**config.mk**
```make
export PLATFORM = sky130hd
export DESIGN_NAME = acr_config_regs
export DESIGN_NICKNAME = d
export VERILOG_FILES = /design/src/acr_pkg.sv /design/src/acr_pace_if.sv /design/src/acr_config_regs.sv /design/src/acr_pacer.sv
export SDC_FILE = /design/constraint.sdc
export NUM_CORES = 1
export LEC_CHECK = 0
export BUFFER_PORTS_ARGS = -buffer_cell sky130_fd_sc_hd__buf_2
export CORE_MARGIN = 10
export CORE_UTILIZATION = 55
export CTS_BUF_LIST = sky130_fd_sc_hd__clkbuf_4
export CTS_CLUSTER_SIZE = 25
export DETAILED_ROUTE_END_ITERATION = 8
export GPL_TIMING_DRIVEN = 0
export HOLD_SLACK_MARGIN = 0.12
export PLACE_DENSITY_LB_ADDON = 0.1
export SLEW_MARGIN = 0
export SYNTH_ARGS = -nofsm -noshare
export SYNTH_HDL_FRONTEND = slang
export SYNTH_SLANG_ARGS = --single-unit
export TNS_END_PERCENT = 5
```
**constraint.sdc**
```tcl
create_clock -name i_clock -period 6.9 [get_ports i_clock]
set_clock_uncertainty 0.15 [all_clocks]
set_input_delay 1.035 -clock i_clock [delete_from_list [all_inputs] [get_ports i_clock]]
set_output_delay 1.035 -clock i_clock [all_outputs]
set_load 0.02 [all_outputs]
```
**src/acr_pkg.sv**
```systemverilog
// constants shared by the configuration register bank and its pacer
package acr_pkg;

  // ----------------------------------------------------------------
  // register offsets and reset values
  // ----------------------------------------------------------------
  localparam logic [1:0] ADDR_RATE = 2'h1; // rate_and_conversion_config
  localparam logic [1:0] ADDR_REF = 2'h2; // reference_filter_current_config
  localparam logic [1:0] ADDR_ROUTE = 2'h3; // current_routing_ready_config
  localparam logic [7:0] CFG_RST = 8'h00; // every register clears to zero
  localparam logic PIN_IDLE = 1'b1; // ready pins idle high

  // ----------------------------------------------------------------
  // field positions
  // ----------------------------------------------------------------
  localparam int RATE_LSB = 5; // output_rate_select [7:5]
  localparam int MODE_LSB = 3; // operating mode [4:3]
  localparam int CONT_BIT = 2; // continuous_conversion_select
  localparam int TEMP_BIT = 1; // temperature_measure_enable
  localparam int BURN_BIT = 0; // burnout_source_enable
  localparam int VREF_LSB = 6; // reference source [7:6]
  localparam int FILT_LSB = 4; // line filter [5:4]
  localparam int PSW_BIT = 3; // low_side_switch_auto
  localparam int EXCITATION_CURRENT_LEVEL_LSB = 0; // excitation_current_level [2:0]
  localparam int ROUTE1_LSB = 5; // first_current_route [7:5]
  localparam int ROUTE2_LSB = 2; // second_current_route [4:2]
  localparam int SHRDY_BIT = 1; // ready_on_shared_pin

  // ----------------------------------------------------------------
  // field encodings
  // ----------------------------------------------------------------
  localparam logic [1:0] MODE_NORMAL = 2'h0;
  localparam logic [1:0] MODE_DUTY = 2'h1;
  localparam logic [1:0] MODE_TURBO = 2'h2;
  localparam logic [1:0] MODE_RSVD = 2'h3;
  localparam logic [2:0] RATE_SLOWEST = 3'h0;
  localparam logic [2:0] RATE_RSVD = 3'h7;
  localparam logic [1:0] VREF_INTERNAL = 2'h0;
  localparam logic [1:0] FILT_NONE = 2'h0;

  // ----------------------------------------------------------------
  // timing
  // ----------------------------------------------------------------
  localparam int unsigned CLK_HZ = 32'h0BEB_C200; // 200 MHz
  localparam int unsigned TURBO_MOD_HZ = 32'h0007_D000; // 512 kHz
  // system clocks per turbo modulator tick, rounded down
  localparam int unsigned MOD_DIV = CLK_HZ / TURBO_MOD_HZ;
  localparam int DUTY_SHIFT = 2; // duty-cycle mode runs 1:4
  // normal-mode modulator ticks per conversion, per rate code
  localparam logic [15:0] RATE_TICKS [0:7] = '{
    16'h3200, 16'h1639, 16'h0B1C, 16'h05B7,
    16'h0308, 16'h01AB, 16'h0100, 16'h0000
  };

  // pacer states
  typedef enum logic [0:0] {PACE_IDLE, PACE_RUN} acr_pace_st_t;

endpackage : acr_pkg

```
**src/acr_pace_if.sv**
```systemverilog
// link between the register bank and the conversion pacer
`timescale 1ns/100ps
interface acr_pace_if;
  logic [2:0] rate; // rate code
  logic [1:0] mode; // operating mode code
  logic cont; // continuous conversions
  logic start; // begin-conversion pulse
  logic stop; // sleep pulse
  logic busy; // conversion in progress
  logic done; // one-cycle end of conversion

  modport ctl (output rate, mode, cont, start, stop, input busy, done);
  modport pacer (input rate, mode, cont, start, stop, output busy, done);
endinterface : acr_pace_if

```
**src/acr_config_regs.sv**
```systemverilog
// configuration registers 1..3 of the converter and their decoded controls
`timescale 1ns/100ps

// Summary of operation
// - rate field picks output data rate
// - rate codes scale by operating mode
// - rates scale with the device clock
// - mode field: normal, duty, turbo
// - bit 2 selects continuous conversions
// - temperature mode forces internal reference
// - bit 0 enables burn-out current sources
// - reference field selects reference source
// - filter field selects line rejection
// - filter only at slowest normal/duty rate
// - switch closes on start, opens on sleep
// - current field sets both excitation sources
// - all registers reset to zero
// - registers written any time by commands
// - sleep keeps register contents
// - ready also on shared pin if set
module acr_config_regs #(
  parameter int unsigned MOD_DIV = acr_pkg::MOD_DIV
) (
  input wire logic i_clock,
  input wire logic i_rstn,
  input wire logic i_reg_wr_en, // register_write_command, one byte
  input wire logic i_reg_rd_en, // register_read_command, one byte
  input wire logic [1:0] i_reg_addr, // register offset
  input wire logic [7:0] i_reg_wdata, // byte to write
  input wire logic i_start_command, // begin-conversion command
  input wire logic i_sleep_command, // sleep_command
  input wire logic i_data_read, // host has read the result
  output logic [7:0] o_reg_rdata, // read byte
  output logic o_reg_rvalid, // read byte valid, one cycle
  output logic [2:0] o_output_rate_select,
  output logic [1:0] o_op_mode,
  output logic o_continuous_conversion_select,
  output logic o_temperature_measure_enable,
  output logic o_burnout_source_enable,
  output logic [1:0] o_reference_select, // effective source
  output logic [1:0] o_line_filter_select, // effective filter
  output logic o_low_side_switch_closed,
  output logic [2:0] o_excitation_current_level,
  output logic [2:0] o_first_current_route,
  output logic [2:0] o_second_current_route,
  output logic o_converting, // conversion in progress
  output logic o_result_ready_n, // result_ready_pin, active low
  output logic o_shared_output_ready_n // shared_output_ready_pin
);

  // ----------------------------------------------------------------
  // state
  // ----------------------------------------------------------------
  typedef struct packed {
    logic [7:0] rate_cfg; // rate_and_conversion_config
    logic [7:0] ref_cfg; // reference_filter_current_config
    logic [7:0] route_cfg; // current_routing_ready_config
    logic [7:0] rdata; // read answer
    logic rvalid; // read answer strobe
    logic [1:0] ref_eff; // reference after temperature override
    logic [1:0] filt_eff; // filter after rate gating
    logic sw_closed; // low-side switch state
    logic start_p; // start pulse to pacer
    logic stop_p; // stop pulse to pacer
    logic ready_n; // dedicated ready pin
    logic shared_n; // shared ready pin
  } acr_regs_t;

  acr_regs_t regs_r;
  acr_regs_t regs_nxt;
  logic [2:0] rate_code; // rate field of the next value
  logic [1:0] mode_code; // mode field of the next value

  // bundles the pacer controls; only this bank drives the requests
  acr_pace_if pace ();

  // ----------------------------------------------------------------
  // conversion pacer
  // ----------------------------------------------------------------
  acr_pacer #(.MOD_DIV(MOD_DIV)) u_pacer (
    .i_clock(i_clock),
    .i_rstn(i_rstn),
    .pace(pace)
  );

  // fields go to the pacer live, so a new rate applies to the period in progress
  // a change of mode mid-conversion takes effect on the next tick
  assign pace.rate = regs_r.rate_cfg[acr_pkg::RATE_LSB +: 3];
  assign pace.mode = regs_r.rate_cfg[acr_pkg::MODE_LSB +: 2];
  assign pace.cont = regs_r.rate_cfg[acr_pkg::CONT_BIT];
  assign pace.start = regs_r.start_p;
  assign pace.stop = regs_r.stop_p;

  // ----------------------------------------------------------------
  // next state
  // ----------------------------------------------------------------
  always_comb begin
    regs_nxt = regs_r;
    regs_nxt.rvalid = 1'b0;
    regs_nxt.start_p = i_start_command;
    regs_nxt.stop_p = i_sleep_command & ~i_start_command;
    if (i_reg_wr_en) begin
      unique case (i_reg_addr)
        acr_pkg::ADDR_RATE: regs_nxt.rate_cfg = i_reg_wdata;
        acr_pkg::ADDR_REF: regs_nxt.ref_cfg = i_reg_wdata;
        acr_pkg::ADDR_ROUTE: regs_nxt.route_cfg = i_reg_wdata;
        default: ; // offset 0 lives elsewhere
      endcase
    end
    // a read and a write in one cycle return the old byte
    // read returns stored byte
    if (i_reg_rd_en) begin
      regs_nxt.rvalid = 1'b1;
      unique case (i_reg_addr)
        acr_pkg::ADDR_RATE: regs_nxt.rdata = regs_r.rate_cfg;
        acr_pkg::ADDR_REF: regs_nxt.rdata = regs_r.ref_cfg;
        acr_pkg::ADDR_ROUTE: regs_nxt.rdata = regs_r.route_cfg;
        default: regs_nxt.rdata = acr_pkg::CFG_RST;
      endcase
    end
    // derived controls use the next bytes so they land with the write
    rate_code = regs_nxt.rate_cfg[acr_pkg::RATE_LSB +: 3];
    mode_code = regs_nxt.rate_cfg[acr_pkg::MODE_LSB +: 2];
    if (regs_nxt.rate_cfg[acr_pkg::TEMP_BIT]) begin
      regs_nxt.ref_eff = acr_pkg::VREF_INTERNAL;
    end else begin
      regs_nxt.ref_eff = regs_nxt.ref_cfg[acr_pkg::VREF_LSB +: 2];
    end
    if (rate_code == acr_pkg::RATE_SLOWEST &&
        (mode_code == acr_pkg::MODE_NORMAL ||
         mode_code == acr_pkg::MODE_DUTY)) begin
      regs_nxt.filt_eff = regs_nxt.ref_cfg[acr_pkg::FILT_LSB +: 2];
    end else begin
      regs_nxt.filt_eff = acr_pkg::FILT_NONE;
    end
    // switch follows commands
    // sleep is tested first so it opens the switch even with a start
    if (!regs_nxt.ref_cfg[acr_pkg::PSW_BIT] || i_sleep_command) begin
      regs_nxt.sw_closed = 1'b0;
    end else if (i_start_command) begin
      regs_nxt.sw_closed = 1'b1;
    end
    // a new result wins over a read or start in the same cycle
    if (pace.done) begin
      regs_nxt.ready_n = 1'b0;
    end else if (i_data_read || i_start_command) begin
      regs_nxt.ready_n = acr_pkg::PIN_IDLE;
    end
    if (regs_nxt.route_cfg[acr_pkg::SHRDY_BIT]) begin
      regs_nxt.shared_n = regs_nxt.ready_n;
    end else begin
      regs_nxt.shared_n = acr_pkg::PIN_IDLE;
    end
  end

  // ----------------------------------------------------------------
  // registers
  // ----------------------------------------------------------------
  // one flop bank holds the whole state, cleared asynchronously
  // sleep never touches the stored bytes
  always_ff @(posedge i_clock or negedge i_rstn) begin
    if (!i_rstn) begin
      regs_r <= '{
        rate_cfg: acr_pkg::CFG_RST,
        ref_cfg: acr_pkg::CFG_RST,
        route_cfg: acr_pkg::CFG_RST,
        rdata: acr_pkg::CFG_RST,
        rvalid: 1'b0,
        ref_eff: acr_pkg::VREF_INTERNAL,
        filt_eff: acr_pkg::FILT_NONE,
        sw_closed: 1'b0,
        start_p: 1'b0,
        stop_p: 1'b0,
        ready_n: acr_pkg::PIN_IDLE,
        shared_n: acr_pkg::PIN_IDLE
      };
    end else begin
      regs_r <= regs_nxt;
    end
  end

  // ----------------------------------------------------------------
  // outputs
  // ----------------------------------------------------------------
  // every output is a register slice, so pins never glitch on a write
  assign o_reg_rdata = regs_r.rdata;
  assign o_reg_rvalid = regs_r.rvalid;
  assign o_output_rate_select = regs_r.rate_cfg[acr_pkg::RATE_LSB +: 3];
  assign o_op_mode = regs_r.rate_cfg[acr_pkg::MODE_LSB +: 2];
  assign o_continuous_conversion_select =
    regs_r.rate_cfg[acr_pkg::CONT_BIT];
  assign o_temperature_measure_enable = regs_r.rate_cfg[acr_pkg::TEMP_BIT];
  assign o_burnout_source_enable = regs_r.rate_cfg[acr_pkg::BURN_BIT];
  assign o_reference_select = regs_r.ref_eff;
  assign o_line_filter_select = regs_r.filt_eff;
  assign o_low_side_switch_closed = regs_r.sw_closed;
  assign o_excitation_current_level =
    regs_r.ref_cfg[acr_pkg::EXCITATION_CURRENT_LEVEL_LSB +: 3];
  assign o_first_current_route = regs_r.route_cfg[acr_pkg::ROUTE1_LSB +: 3];
  assign o_second_current_route =
    regs_r.route_cfg[acr_pkg::ROUTE2_LSB +: 3];
  assign o_converting = pace.busy;
  assign o_result_ready_n = regs_r.ready_n;
  assign o_shared_output_ready_n = regs_r.shared_n;

  // ----------------------------------------------------------------
  // read-back reference
  // ----------------------------------------------------------------
  // last byte written to the reference register, kept apart from the
  // bank so the read-back check does not trust the storage it checks
  logic [7:0] ref_shadow_r;

  always_ff @(posedge i_clock or negedge i_rstn) begin
    if (!i_rstn) begin
      ref_shadow_r <= acr_pkg::CFG_RST;
    end else if (i_reg_wr_en && i_reg_addr == acr_pkg::ADDR_REF) begin
      ref_shadow_r <= i_reg_wdata;
    end
  end
endmodule : acr_config_regs

```
**src/acr_pacer.sv**
```systemverilog
// conversion pacer: paces end-of-conversion events at the selected rate
`timescale 1ns/100ps
module acr_pacer #(
  parameter int unsigned MOD_DIV = acr_pkg::MOD_DIV
) (
  input wire logic i_clock,
  input wire logic i_rstn,
  acr_pace_if.pacer pace
);

  // ----------------------------------------------------------------
  // state
  // ----------------------------------------------------------------
  typedef struct packed {
    acr_pkg::acr_pace_st_t st; // idle or running
    logic [15:0] div; // system clocks within a turbo tick
    logic half; // halves turbo ticks for normal rate
    logic [15:0] per; // modulator ticks within a conversion
    logic done; // end-of-conversion pulse
  } acr_pace_t;

  acr_pace_t pace_r;
  acr_pace_t pace_nxt;
  logic turbo_tick; // one-cycle enable at the turbo rate
  logic mod_tick; // modulator clock enable for the mode
  logic code_ok; // rate and mode codes are not reserved
  logic [15:0] target; // ticks per conversion

  // ----------------------------------------------------------------
  // next state
  // ----------------------------------------------------------------
  always_comb begin
    pace_nxt = pace_r;
    pace_nxt.done = 1'b0;
    // divider from clock
    // dividing the device clock keeps every rate proportional to it
    turbo_tick = (pace_r.div == 16'(MOD_DIV - 1));
    mod_tick = turbo_tick &
      ((pace.mode == acr_pkg::MODE_TURBO) | pace_r.half);
    // reserved codes stall the pacer: no result is ever produced
    code_ok = (pace.rate != acr_pkg::RATE_RSVD) &&
      (pace.mode != acr_pkg::MODE_RSVD);
    target = acr_pkg::RATE_TICKS[pace.rate];
    if (pace.mode == acr_pkg::MODE_DUTY) begin
      target = target << acr_pkg::DUTY_SHIFT;
    end
    unique case (pace_r.st)
      acr_pkg::PACE_IDLE: begin
        pace_nxt.div = '0;
        pace_nxt.half = 1'b0;
        pace_nxt.per = '0;
      end
      acr_pkg::PACE_RUN: begin
        pace_nxt.div = turbo_tick ? '0 : pace_r.div + 16'h0001;
        if (turbo_tick) begin
          pace_nxt.half = ~pace_r.half;
        end
        if (mod_tick && code_ok) begin
          if (pace_r.per >= target - 16'h0001) begin
            pace_nxt.per = '0;
            pace_nxt.done = 1'b1;
            if (!pace.cont) begin
              pace_nxt.st = acr_pkg::PACE_IDLE;
            end
          end else begin
            pace_nxt.per = pace_r.per + 16'h0001;
          end
        end
      end
    endcase
    // a fresh start restarts the period, sleep wins over nothing
    if (pace.start) begin
      pace_nxt.st = acr_pkg::PACE_RUN;
      pace_nxt.div = '0;
      pace_nxt.half = 1'b0;
      pace_nxt.per = '0;
    end else if (pace.stop) begin
      pace_nxt.st = acr_pkg::PACE_IDLE;
    end
  end

  // ----------------------------------------------------------------
  // registers
  // ----------------------------------------------------------------
  always_ff @(posedge i_clock or negedge i_rstn) begin
    if (!i_rstn) begin
      pace_r <= '{acr_pkg::PACE_IDLE, 16'h0000, 1'b0, 16'h0000, 1'b0};
    end else begin
      pace_r <= pace_nxt;
    end
  end

  assign pace.busy = (pace_r.st == acr_pkg::PACE_RUN);
  assign pace.done = pace_r.done;
endmodule : acr_pacer

```
==> flow_metrics.tcl, run 1 <==
set metrics [dict create \
    status "complete, no violations" \
    cts_buffers 9 \
    synth_seq_cells 77 \
    startpoint_type "register" \
    row_count 34 \
    syn-num-nets 543 \
    routed_via_density 5.73 \
    seq_area_frac_synth_pct 40.2 \
    yosysUniqueCellTypes 61 \
    antenna_found_initial 0 \
    worstPathMaxFanout 10 \
    setup_viol 0 \
    drive_gt1_share_pct 26.6 \
    ant_nets 0 \
    synth_area_leaders "dfrtp_1 (39%), mux2_2 (8.2%), ha_1 (6.8%), buf_4 (4.1%), nor2_1 (3.6%)" \
    p_per_area_nw_per_um2 238 \
    htree_num_levels 3 \
    initial_core_util_pct 55.9 \
    wirelength_um 11000 \
    end_kind "register" \
    fin_total_pwr_uw 1270 \
    dieHeight_um 113 \
    leakagePower_uw 0.00241 \
    synth_area_um2 4800 \
    cts.path.max_buffers 2 \
    syn_inst 500 \
    synth.yosys.warnings 0 \
    clk_pin_slew_ns 0.13 \
    boundaryPins 51 \
    max_cap_violations 0 \
    grtUsageTotal_pct 17.4 \
    cp_top_family "simple AND/OR/NAND/NOR gates" \
    final_hold_viol_count 0 \
    fin_crit_ns 5.77 \
    grt_pass1_wl_um 18600 \
    clockRootBuffer "clkbuf_4" \
    finalNetCount 605 \
    wire_per_inst_um 16.3 \
    core_um2 8590 \
    cts.hold.buffers_added 0 \
    clock-sinks 77 \
    port_buffers 50 \
    tightest_slew_ns 0.714 \
    n_antenna_cell 0 \
    ir_drop_v 0.000124 \
    drt_first_pass_iters 4 \
    max_stage_delay_ns 0.57 \
    gp_congestion 0.881 \
    dominantRegCellSynth "dfrtp_1" \
    crit_top_cell "ha_1" \
    drtIter0Drc 181 \
    n_fill_cell 756 \
    ys_async_sr_fraction_pct 100 \
    worstSetupPathType "reg -> reg" \
    clock.fmax_mhz 173 \
    drc 0 \
    cts_resized 0 \
    grt_max_degree 71 \
    overflow 0 \
    path_cells "buf_2 -> inv_1 -> ha_1 -> mux2i_1 -> or2_2 -> ha_1 -> nand2_1 -> a221oi_2 -> o22ai_1 -> a211oi_2 -> mux2_2 -> ha_1 -> nand4_2 -> or3_1 -> or4_4 -> nand4_4 -> buf_12 -> nor2_1 -> a211o_1" \
    synth_top_area_cell "dfrtp_1" \
    final.setup.tns_ns 0 \
    syn_avg_cell_area_um2 9.60 \
    synth_enable_flop_cells 0 \
    area_growth_pct 11.3 \
    clk_latency_ns 0.42 \
    netlist.area_leader.share_pct 39.1 \
    min_path_type "in -> async" \
    num_vias 3869 \
    required_ns 7.07 \
    rsz0062_at_grt "false" \
    grt_pass1_vias 3783 \
    maxSlewHeadroom_pct 51.8 \
    arrival_ns 5.94 \
    die_area_um2 12900 \
    cp_num_buf_inv 3 \
    postCtsSetupRepairBufs 0 \
    cts_tree "done" \
    fin_crit_sh_pct 83.6 \
    critPathSlowestCell "or4_4" \
    dieWidth_um 113 \
    dpl.hpwl_um 8130 \
    maxSlewViolCount 0 \
]
-- kinds of logic (layout without fill, tap and decap cells) --
kind of cell / Yosys count / in the layout / share of synthesized area, %
xor+xnor: 19 / 19 / 3.47
fa+ha+maj: 26 / 26 / 6.78
buf+inv: 54 / 121 / 6.86
flops: 77 / 77 / 40.2
compound gates: 99 / 99 / 13.7
simple gates: 187 / 187 / 20.2
mux: 38 / 38 / 8.84
-- cell usage after synthesis, drive strengths merged, types with 4 or more instances --
| library cell | instances |
|---|---|
| dfrtp | 75 |
| nor2 | 46 |
| nand2 | 45 |
| mux2 | 35 |
| buf | 33 |
| a21oi | 32 |
| ha | 26 |
| nand3 | 16 |
| o21ai | 16 |
| xor2 | 14 |
| nand4 | 13 |
| clkbuf | 12 |
| or3 | 12 |
| nor3 | 11 |
| inv | 9 |
| nand2b | 9 |
| a22oi | 8 |
| nor2b | 8 |
| o211ai | 8 |
| and3 | 5 |
| o22ai | 5 |
| xnor2 | 5 |
| a211o | 4 |
| a211oi | 4 |
| a21o | 4 |
| nor4 | 4 |
| or2 | 4 |
-- cell usage in the layout (no fill, tap or decap), drive strengths merged, types with 5 or more instances in the layout --
master   n
a21oi   32
dfrtp   75
nand2b   9
a22oi    8
nand3   16
inv      9
xor2    14
or3     12
nand4   13
ha      26
o21ai   16
nor2b    8
and3     5
o22ai    5
buf     84
nor2    46
nor3    11
o211ai   8
clkbuf  22
nand2   45
mux2    35
xnor2    5
-- through the flow --
stage	area [µm²]	setup WS, ns	hold slack, ns	utilization (%)	std cells
5_1_grt	5340	0.765	0.239	62.2	675
2_1_floorplan	4800	1.92	0.214	-	500
3_3_place_gp	5180	1.28	0.271	60.3	658
3_5_place_dp	5220	1.18	0.267	60.7	659
4_1_cts	5340	1.14	0.241	62.2	675
6_report	5340	1.13	0.264	62.2	675
-- sequential cells by signal, indices dropped and copies added (netlist names), 2 cells and up --
name                        flops
o_second_current_route          3
regs_r                          7
o_line_filter_select            2
o_output_rate_select            3
o_op_mode                       2
o_reference_select              2
o_reg_rdata                     8
u_pacer.pace_r                 33
o_first_current_route           3
o_excitation_current_level      3
-- layer usage --
layer	share of wire [%]	wire length, µm	global-route usage, %
met5	0	0	0
met4	0.93	102	5.25
met3	5.7	625	4.20
met2	48	5220	27.2
met1	46	5020	23.4
-- report_power, final --
group,internal [µW],total (µW),switching [µW]
registers,491,519,28.2
logic,208,489,282
clock network,111,266,156
-- path summary, 6_finish.rpt --
kind | cells past startpoint | start | end | slack, ns
min reg2reg | 1 | u_pacer.pace.done | o_result_ready_n | 0.32
max | 19 | o_output_rate_select[1] | u_pacer.pace_r[4] | 1.13
max reg2reg | 19 | o_output_rate_select[1] | u_pacer.pace_r[4] | 1.13
max in group asynchronous | 2 | i_rstn | o_result_ready_n | 5.73
min in group i_clock | 1 | u_pacer.pace.done | o_result_ready_n | 0.32
min | 1 | i_rstn | u_pacer.pace_r[14] | 0.26
-- layout make-up --
class                           instances  area (µm²)  share of cell area [%]
Clock inverter                          6        53.8                    1.01
Buffer                                 45         295                    5.53
Multi-Input combinational cell        369        2540                    47.6
Clock buffer                           10        75.1                    1.40
Sequential cell                        77        1930                    36.1
Tap cell                              108         135                    2.53
Timing Repair Buffer                   51         280                    5.24
Inverter                                9        33.8                   0.632
Power figures use the tool's default switching activity.
==> run 2, diff against run 1 <==
Clock period 6.9 ns to 5.38 ns, I/O delays scaled along.
==> run 2 against run 1 <==
  * Clock power is 28% higher
  * Design area is 1.4% higher
  * Flip-flop and latch count stayed put
  * Routed wire length is 0.79% higher
  * Die area stayed put
  * Register-to-register slack worse by 0.88 ns
  * Setup slack worse by 0.88 ns
  * Sequential power is 28% higher
  * Critical path depth is 1 lower
  * Count of clock-buffer cells in the layout stayed put
  * Total power is 30% higher
  * Largest cell class unchanged
  * Highest routed layer unchanged
==> flow_metrics.tcl, run 2 (synthesized netlist as in run 1, its figures left out) <==
set metrics [dict create \
    htree_num_levels 3 \
    power_frac_seq_pct 40.0 \
    fin_total_pwr_uw 1660 \
    wirelength_um 11100 \
    worstPathMaxFanout 10 \
    switching_share_pct 36.4 \
    clock.fmax_mhz 195 \
    path_cells "nor2b_1 -> clkbuf_1 -> clkbuf_2 -> or2_2 -> ha_2 -> nand2_1 -> a221oi_2 -> o22ai_1 -> a211oi_2 -> mux2_2 -> ha_1 -> nand4_2 -> or3_1 -> or4_4 -> nand4_4 -> buf_12 -> nor2_1 -> a211o_1" \
    drive_gt1_share_pct 28.1 \
    cts_buffers 9 \
    leakagePower_uw 0.00244 \
    most-common-layout-cells "dfrtp_1 (74), buf_2 (52), nor2_1 (46), nand2_1 (45), mux2_2 (35)" \
    area_growth_pct 12.9 \
    post-place-cells 659 \
    setup_viol 0 \
    cts.path.max_buffers 2 \
    drtIter0Drc 145 \
    row_count 34 \
    p_sw_uw 605 \
    startpoint_type "register" \
    wire_per_inst_um 16.3 \
    final_hold_viol_count 0 \
    ant_nets 0 \
    grtUsageTotal_pct 17.4 \
    cts_tree "done" \
    dp_slack_ns -0.341 \
    num_vias 3907 \
    setup_slack_ns 0.258 \
    maxSlewViolCount 0 \
    ir_drop_v 0.000158 \
    final.setup.tns_ns 0 \
    dpl.hpwl_um 8130 \
    grt_pass1_vias 3792 \
    final_common_cell "dfrtp_1" \
    final_cells 680 \
    arrival_ns 5.29 \
    fin_crit_ns 5.12 \
    grt_pass1_wl_um 18600 \
    fin_crit_sh_pct 95.2 \
    clk_latency_ns 0.42 \
    n_antenna_cell 0 \
    required_ns 5.55 \
    finalNetCount 610 \
    status "complete, no violations" \
    largest_reg_flops 33 \
    boundaryPins 51 \
    regMostFlops "u_pacer.pace_r" \
    end_kind "register" \
    antenna_found_initial 0 \
    max_cap_violations 0 \
    worstSetupPathType "reg -> reg" \
    overflow 0 \
    dieWidth_um 113 \
    port_buffers 50 \
    routed_via_density 5.75 \
    clockPowerShare_pct 20.5 \
    tightest_slew_ns 0.711 \
    grt_max_degree 71 \
    initial_core_util_pct 55.9 \
    maxSlewHeadroom_pct 52.0 \
    clockRootBuffer "clkbuf_4" \
    drt_first_pass_iters 5 \
    rsz0062_at_grt "false" \
    drc 0 \
    clk_pin_slew_ns 0.13 \
    p_per_area_nw_per_um2 307 \
    combPwrFrac_pct 39.5 \
    dieHeight_um 113 \
    clock-sinks 77 \
    max_stage_delay_ns 0.57 \
    die_area_um2 12900 \
    min_path_type "reg -> reg" \
    core_um2 8590 \
    intPower_uw 1060 \
    gp_congestion 0.881 \
    critPathSlowestCell "or4_4" \
]
[run 2: cell count changes in the layout (fill, tap and decap cells not counted), sizes merged]
| cell | previous run | this run |
|---|---|---|
| dlygate4sd3 | 0 | 1 |
| buf | 84 | 88 |
[run 2: routing by layer]
layer	vias up	GRT usage (%)	share of wire, %
met1	1885	23.3	46
met3	13	4.41	5.1
met5	-	0	0
met4	0	5.25	1.2
met2	92	27.2	48
li1	1917	-	-
[run 2: repair_timing]
item | in CTS | in global routing
cloned | 0 | 0
hold buffers | 1 | 0
resized for setup | 5 | 6
endpoints found under the hold margin | 7 | 0
pin swaps | 0 | 1
setup buffers | 0 | 4
setup endpoints to repair | 18 | 16
[run 2: power by group through the flow]
stage	registers, µW	logic (µW)	clock network, µW
after floorplan	675	461	0
after global placement	675	610	0
after detailed placement	677	627	0
after CTS	666	643	354
after global routing	674	724	380
final	665	657	340
[run 2: path summary, 6_finish.rpt]
path | startpoint | end | slack [ns] | depth (start not counted)
max | o_op_mode[0] | u_pacer.pace_r[4] | 0.26 | 18
min | u_pacer.pace.done | o_result_ready_n | 0.32 | 1
max reg2reg | o_op_mode[0] | u_pacer.pace_r[4] | 0.26 | 18
min reg2reg | u_pacer.pace.done | o_result_ready_n | 0.32 | 1
max in group asynchronous | i_rstn | o_shared_output_ready_n | 3.89 | 3
min in group asynchronous | i_rstn | u_pacer.pace_r[14] | 0.58 | 2
[run 2: worst max-delay path: cells and delay by family, from the launching register on]
kind / cells / cell delay, ns
and+or+nand+nor: 8 / 1.74
AOI/OAI and AO/OA: 4 / 0.93
adders and majority gates: 2 / 0.55
muxes: 1 / 0.38
DFF: 1 / 0.45
buffers and inverters: 3 / 0.83
[run 2: final cells by class]
cell class	instances	area, µm²
Tap cell	108	135
Buffer	45	300
Multi-Input combinational cell	369	2570
Fill cell	752	3180
Clock buffer	10	75.1
Clock inverter	6	53.8
Timing Repair Buffer	56	320
Inverter	9	33.8
Sequential cell	77	1930
[run 2: metrics by stage]
| step | hold WS, ns | area, µm² | util, % |
|---|---|---|---|
| after floorplan | 0.214 | 4800 | - |
| after global placement | 0.271 | 5180 | 60.3 |
| after detailed placement | 0.267 | 5220 | 60.7 |
| after CTS | 0.308 | 5380 | 62.6 |
| after global routing | 0.317 | 5420 | 63.0 |
| final | 0.317 | 5420 | 63.0 |
==> run 3, diff against run 2 <==
Clock period 5.38 ns to 5.3 ns, I/O delays scaled along.
==> run 3 against run 2 <==
  * Register-to-register slack gained 0.02 ns
  * Clock power increased by 2%
  * Final cell count unchanged
  * Global-route usage stayed put
  * Combinational power increased by 2%
  * Critical path depth increased by 1
  * Highest routed layer unchanged
==> flow_metrics.tcl, run 3 (synthesized netlist as in run 1, its figures left out) <==
set metrics [dict create \
    routed_via_density 5.74 \
    largest_reg_flops 33 \
    r2r_slack_ns 0.27 \
    final_area_um2 5420 \
    wirelength_um 11100 \
    critPathSlowestCell "or4_4" \
    dieWidth_um 113 \
    setup_viol 0 \
    crit_top_cell "ha_1" \
    clock.fmax_mhz 199 \
    clock-sinks 77 \
    die_area_um2 12900 \
    arrival_ns 5.20 \
    area_growth_pct 13.0 \
    n_antenna_cell 0 \
    clk_pin_slew_ns 0.13 \
    num_vias 3906 \
    wire_per_inst_um 16.3 \
    regMostFlops "u_pacer.pace_r" \
    clockRootBuffer "clkbuf_4" \
    max_stage_delay_ns 0.57 \
    drc 0 \
    startpoint_type "register" \
    maxSlewViolCount 0 \
    setup_slack_ns 0.275 \
    crit_path_start "o_output_rate_select[1]" \
    cts_tree "done" \
    core_um2 8590 \
    grt_pass1_vias 3792 \
    clk_latency_ns 0.42 \
    required_ns 5.47 \
    drt_first_pass_iters 4 \
    status "complete, no violations" \
    port_buffers 50 \
    ir_drop_v 0.000161 \
    cts.path.max_buffers 2 \
    min_path_type "reg -> reg" \
    dpl-instance-area_um2 5220 \
    rr_startpoint "o_output_rate_select[1]" \
    drive_gt1_share_pct 28.3 \
    grt_max_degree 71 \
    rsz0062_at_grt "false" \
    r2r_cells 19 \
    path_cells "buf_4 -> inv_1 -> ha_1 -> mux2i_4 -> or2_2 -> ha_2 -> nand2_1 -> a221oi_2 -> o22ai_1 -> a211oi_2 -> mux2_2 -> ha_1 -> nand4_2 -> or3_1 -> or4_4 -> nand4_4 -> buf_12 -> nor2_1 -> a211o_1" \
    antenna_found_initial 0 \
    row_count 34 \
    cts_buffers 9 \
    htree_num_levels 3 \
    hold_ws_ns 0.313 \
    max_cap_violations 0 \
    drtIter0Drc 155 \
    crit_end "u_pacer.pace_r[4]" \
    grt_pass1_wl_um 18600 \
    p_per_area_nw_per_um2 312 \
    dp_slack_ns -0.421 \
    ant_nets 0 \
    n_fill_cell 755 \
    worstSetupPathType "reg -> reg" \
    tightest_slew_ns 0.646 \
    most-common-layout-cells "dfrtp_1 (74), buf_2 (51), nor2_1 (46), nand2_1 (45), mux2_2 (35)" \
    worstPathMaxFanout 10 \
    final_common_cell "dfrtp_1" \
    leakagePower_uw 0.00244 \
    post-place-cells 659 \
    grtUsageTotal_pct 17.4 \
    dieHeight_um 113 \
    final_hold_viol_count 0 \
    end_kind "register" \
    maxSlewHeadroom_pct 56.4 \
    boundaryPins 51 \
    dpl.hpwl_um 8130 \
    final_cells 680 \
    fin_crit_sh_pct 94.8 \
    fin_crit_ns 5.03 \
    r2r_end "u_pacer.pace_r[4]" \
    initial_core_util_pct 55.9 \
    finalNetCount 610 \
    gp_congestion 0.881 \
    final_util_pct 63.1 \
    overflow 0 \
]
## run 3: cell types whose count changed in the layout (fill, tap and decap cells not counted), sizes merged
| cell | before | now |
|---|---|---|
| buf | 88 | 87 |
| clkbuf | 22 | 23 |
## run 3: repair_timing
action | CTS | global route
hold buffers | 1 | 0
gates resized for setup | 7 | 6
endpoints found under the setup margin | 18 | 16
pin swaps | 0 | 1
buffers inserted | 0 | 4
hold endpoints to repair | 7 | 0
## run 3: how the worst min path moves through the flow
stage | from | to | slack, ns | cells past startpoint
2_1_floorplan | u_pacer.pace.done | o_result_ready_n | 0.21 | 1
3_3_place_gp | u_pacer.pace.done | o_result_ready_n | 0.27 | 1
3_5_place_dp | u_pacer.pace.done | o_result_ready_n | 0.27 | 1
4_1_cts | i_reg_rd_en | o_reg_rvalid | 0.30 | 1
5_1_grt | i_reg_rd_en | o_reg_rvalid | 0.30 | 1
6_report | u_pacer.pace.done | o_result_ready_n | 0.31 | 1
## run 3: power by group
part	switching, µW	internal [µW]
clock	203	144
sequential	35.4	639
combinational	378	290
total	616	1070
## run 3: final cells by class
class	instances	area, µm²	share of cell area, %
Sequential cell	77	1930	35.6
Inverter	9	33.8	0.623
Clock inverter	6	53.8	0.992
Buffer	45	304	5.61
Multi-Input combinational cell	369	2570	47.4
Clock buffer	10	75.1	1.38
Tap cell	108	135	2.49
Timing Repair Buffer	56	320	5.91
## run 3: through the flow
step	setup TNS (ns)	total power, µW
after floorplan	0	1150
after global placement	-3.32	1300
after detailed placement	-5.09	1320
after CTS	0	1690
after global routing	0	1800
final	0	1690
## run 3: layer usage
layer | vias up | global-route usage [%] | part of all wire [%]
met3 | 9 | 4.41 | 5.2
met2 | 91 | 27.2 | 47
li1 | 1916 | - | -
met5 | - | 0 | 0
met1 | 1890 | 23.3 | 46
met4 | 0 | 5.25 | 1.0
## run 3: critical path, delay by kind of cell (launching register included)
family                     cells  cell delay, ns
and+or+nand+nor                7            1.59
AOI/OAI and AO/OA              4            0.93
adders and majority gates      3            0.81
muxes                          2            0.62
buffers and inverters          3            0.47
DFF                            1            0.38
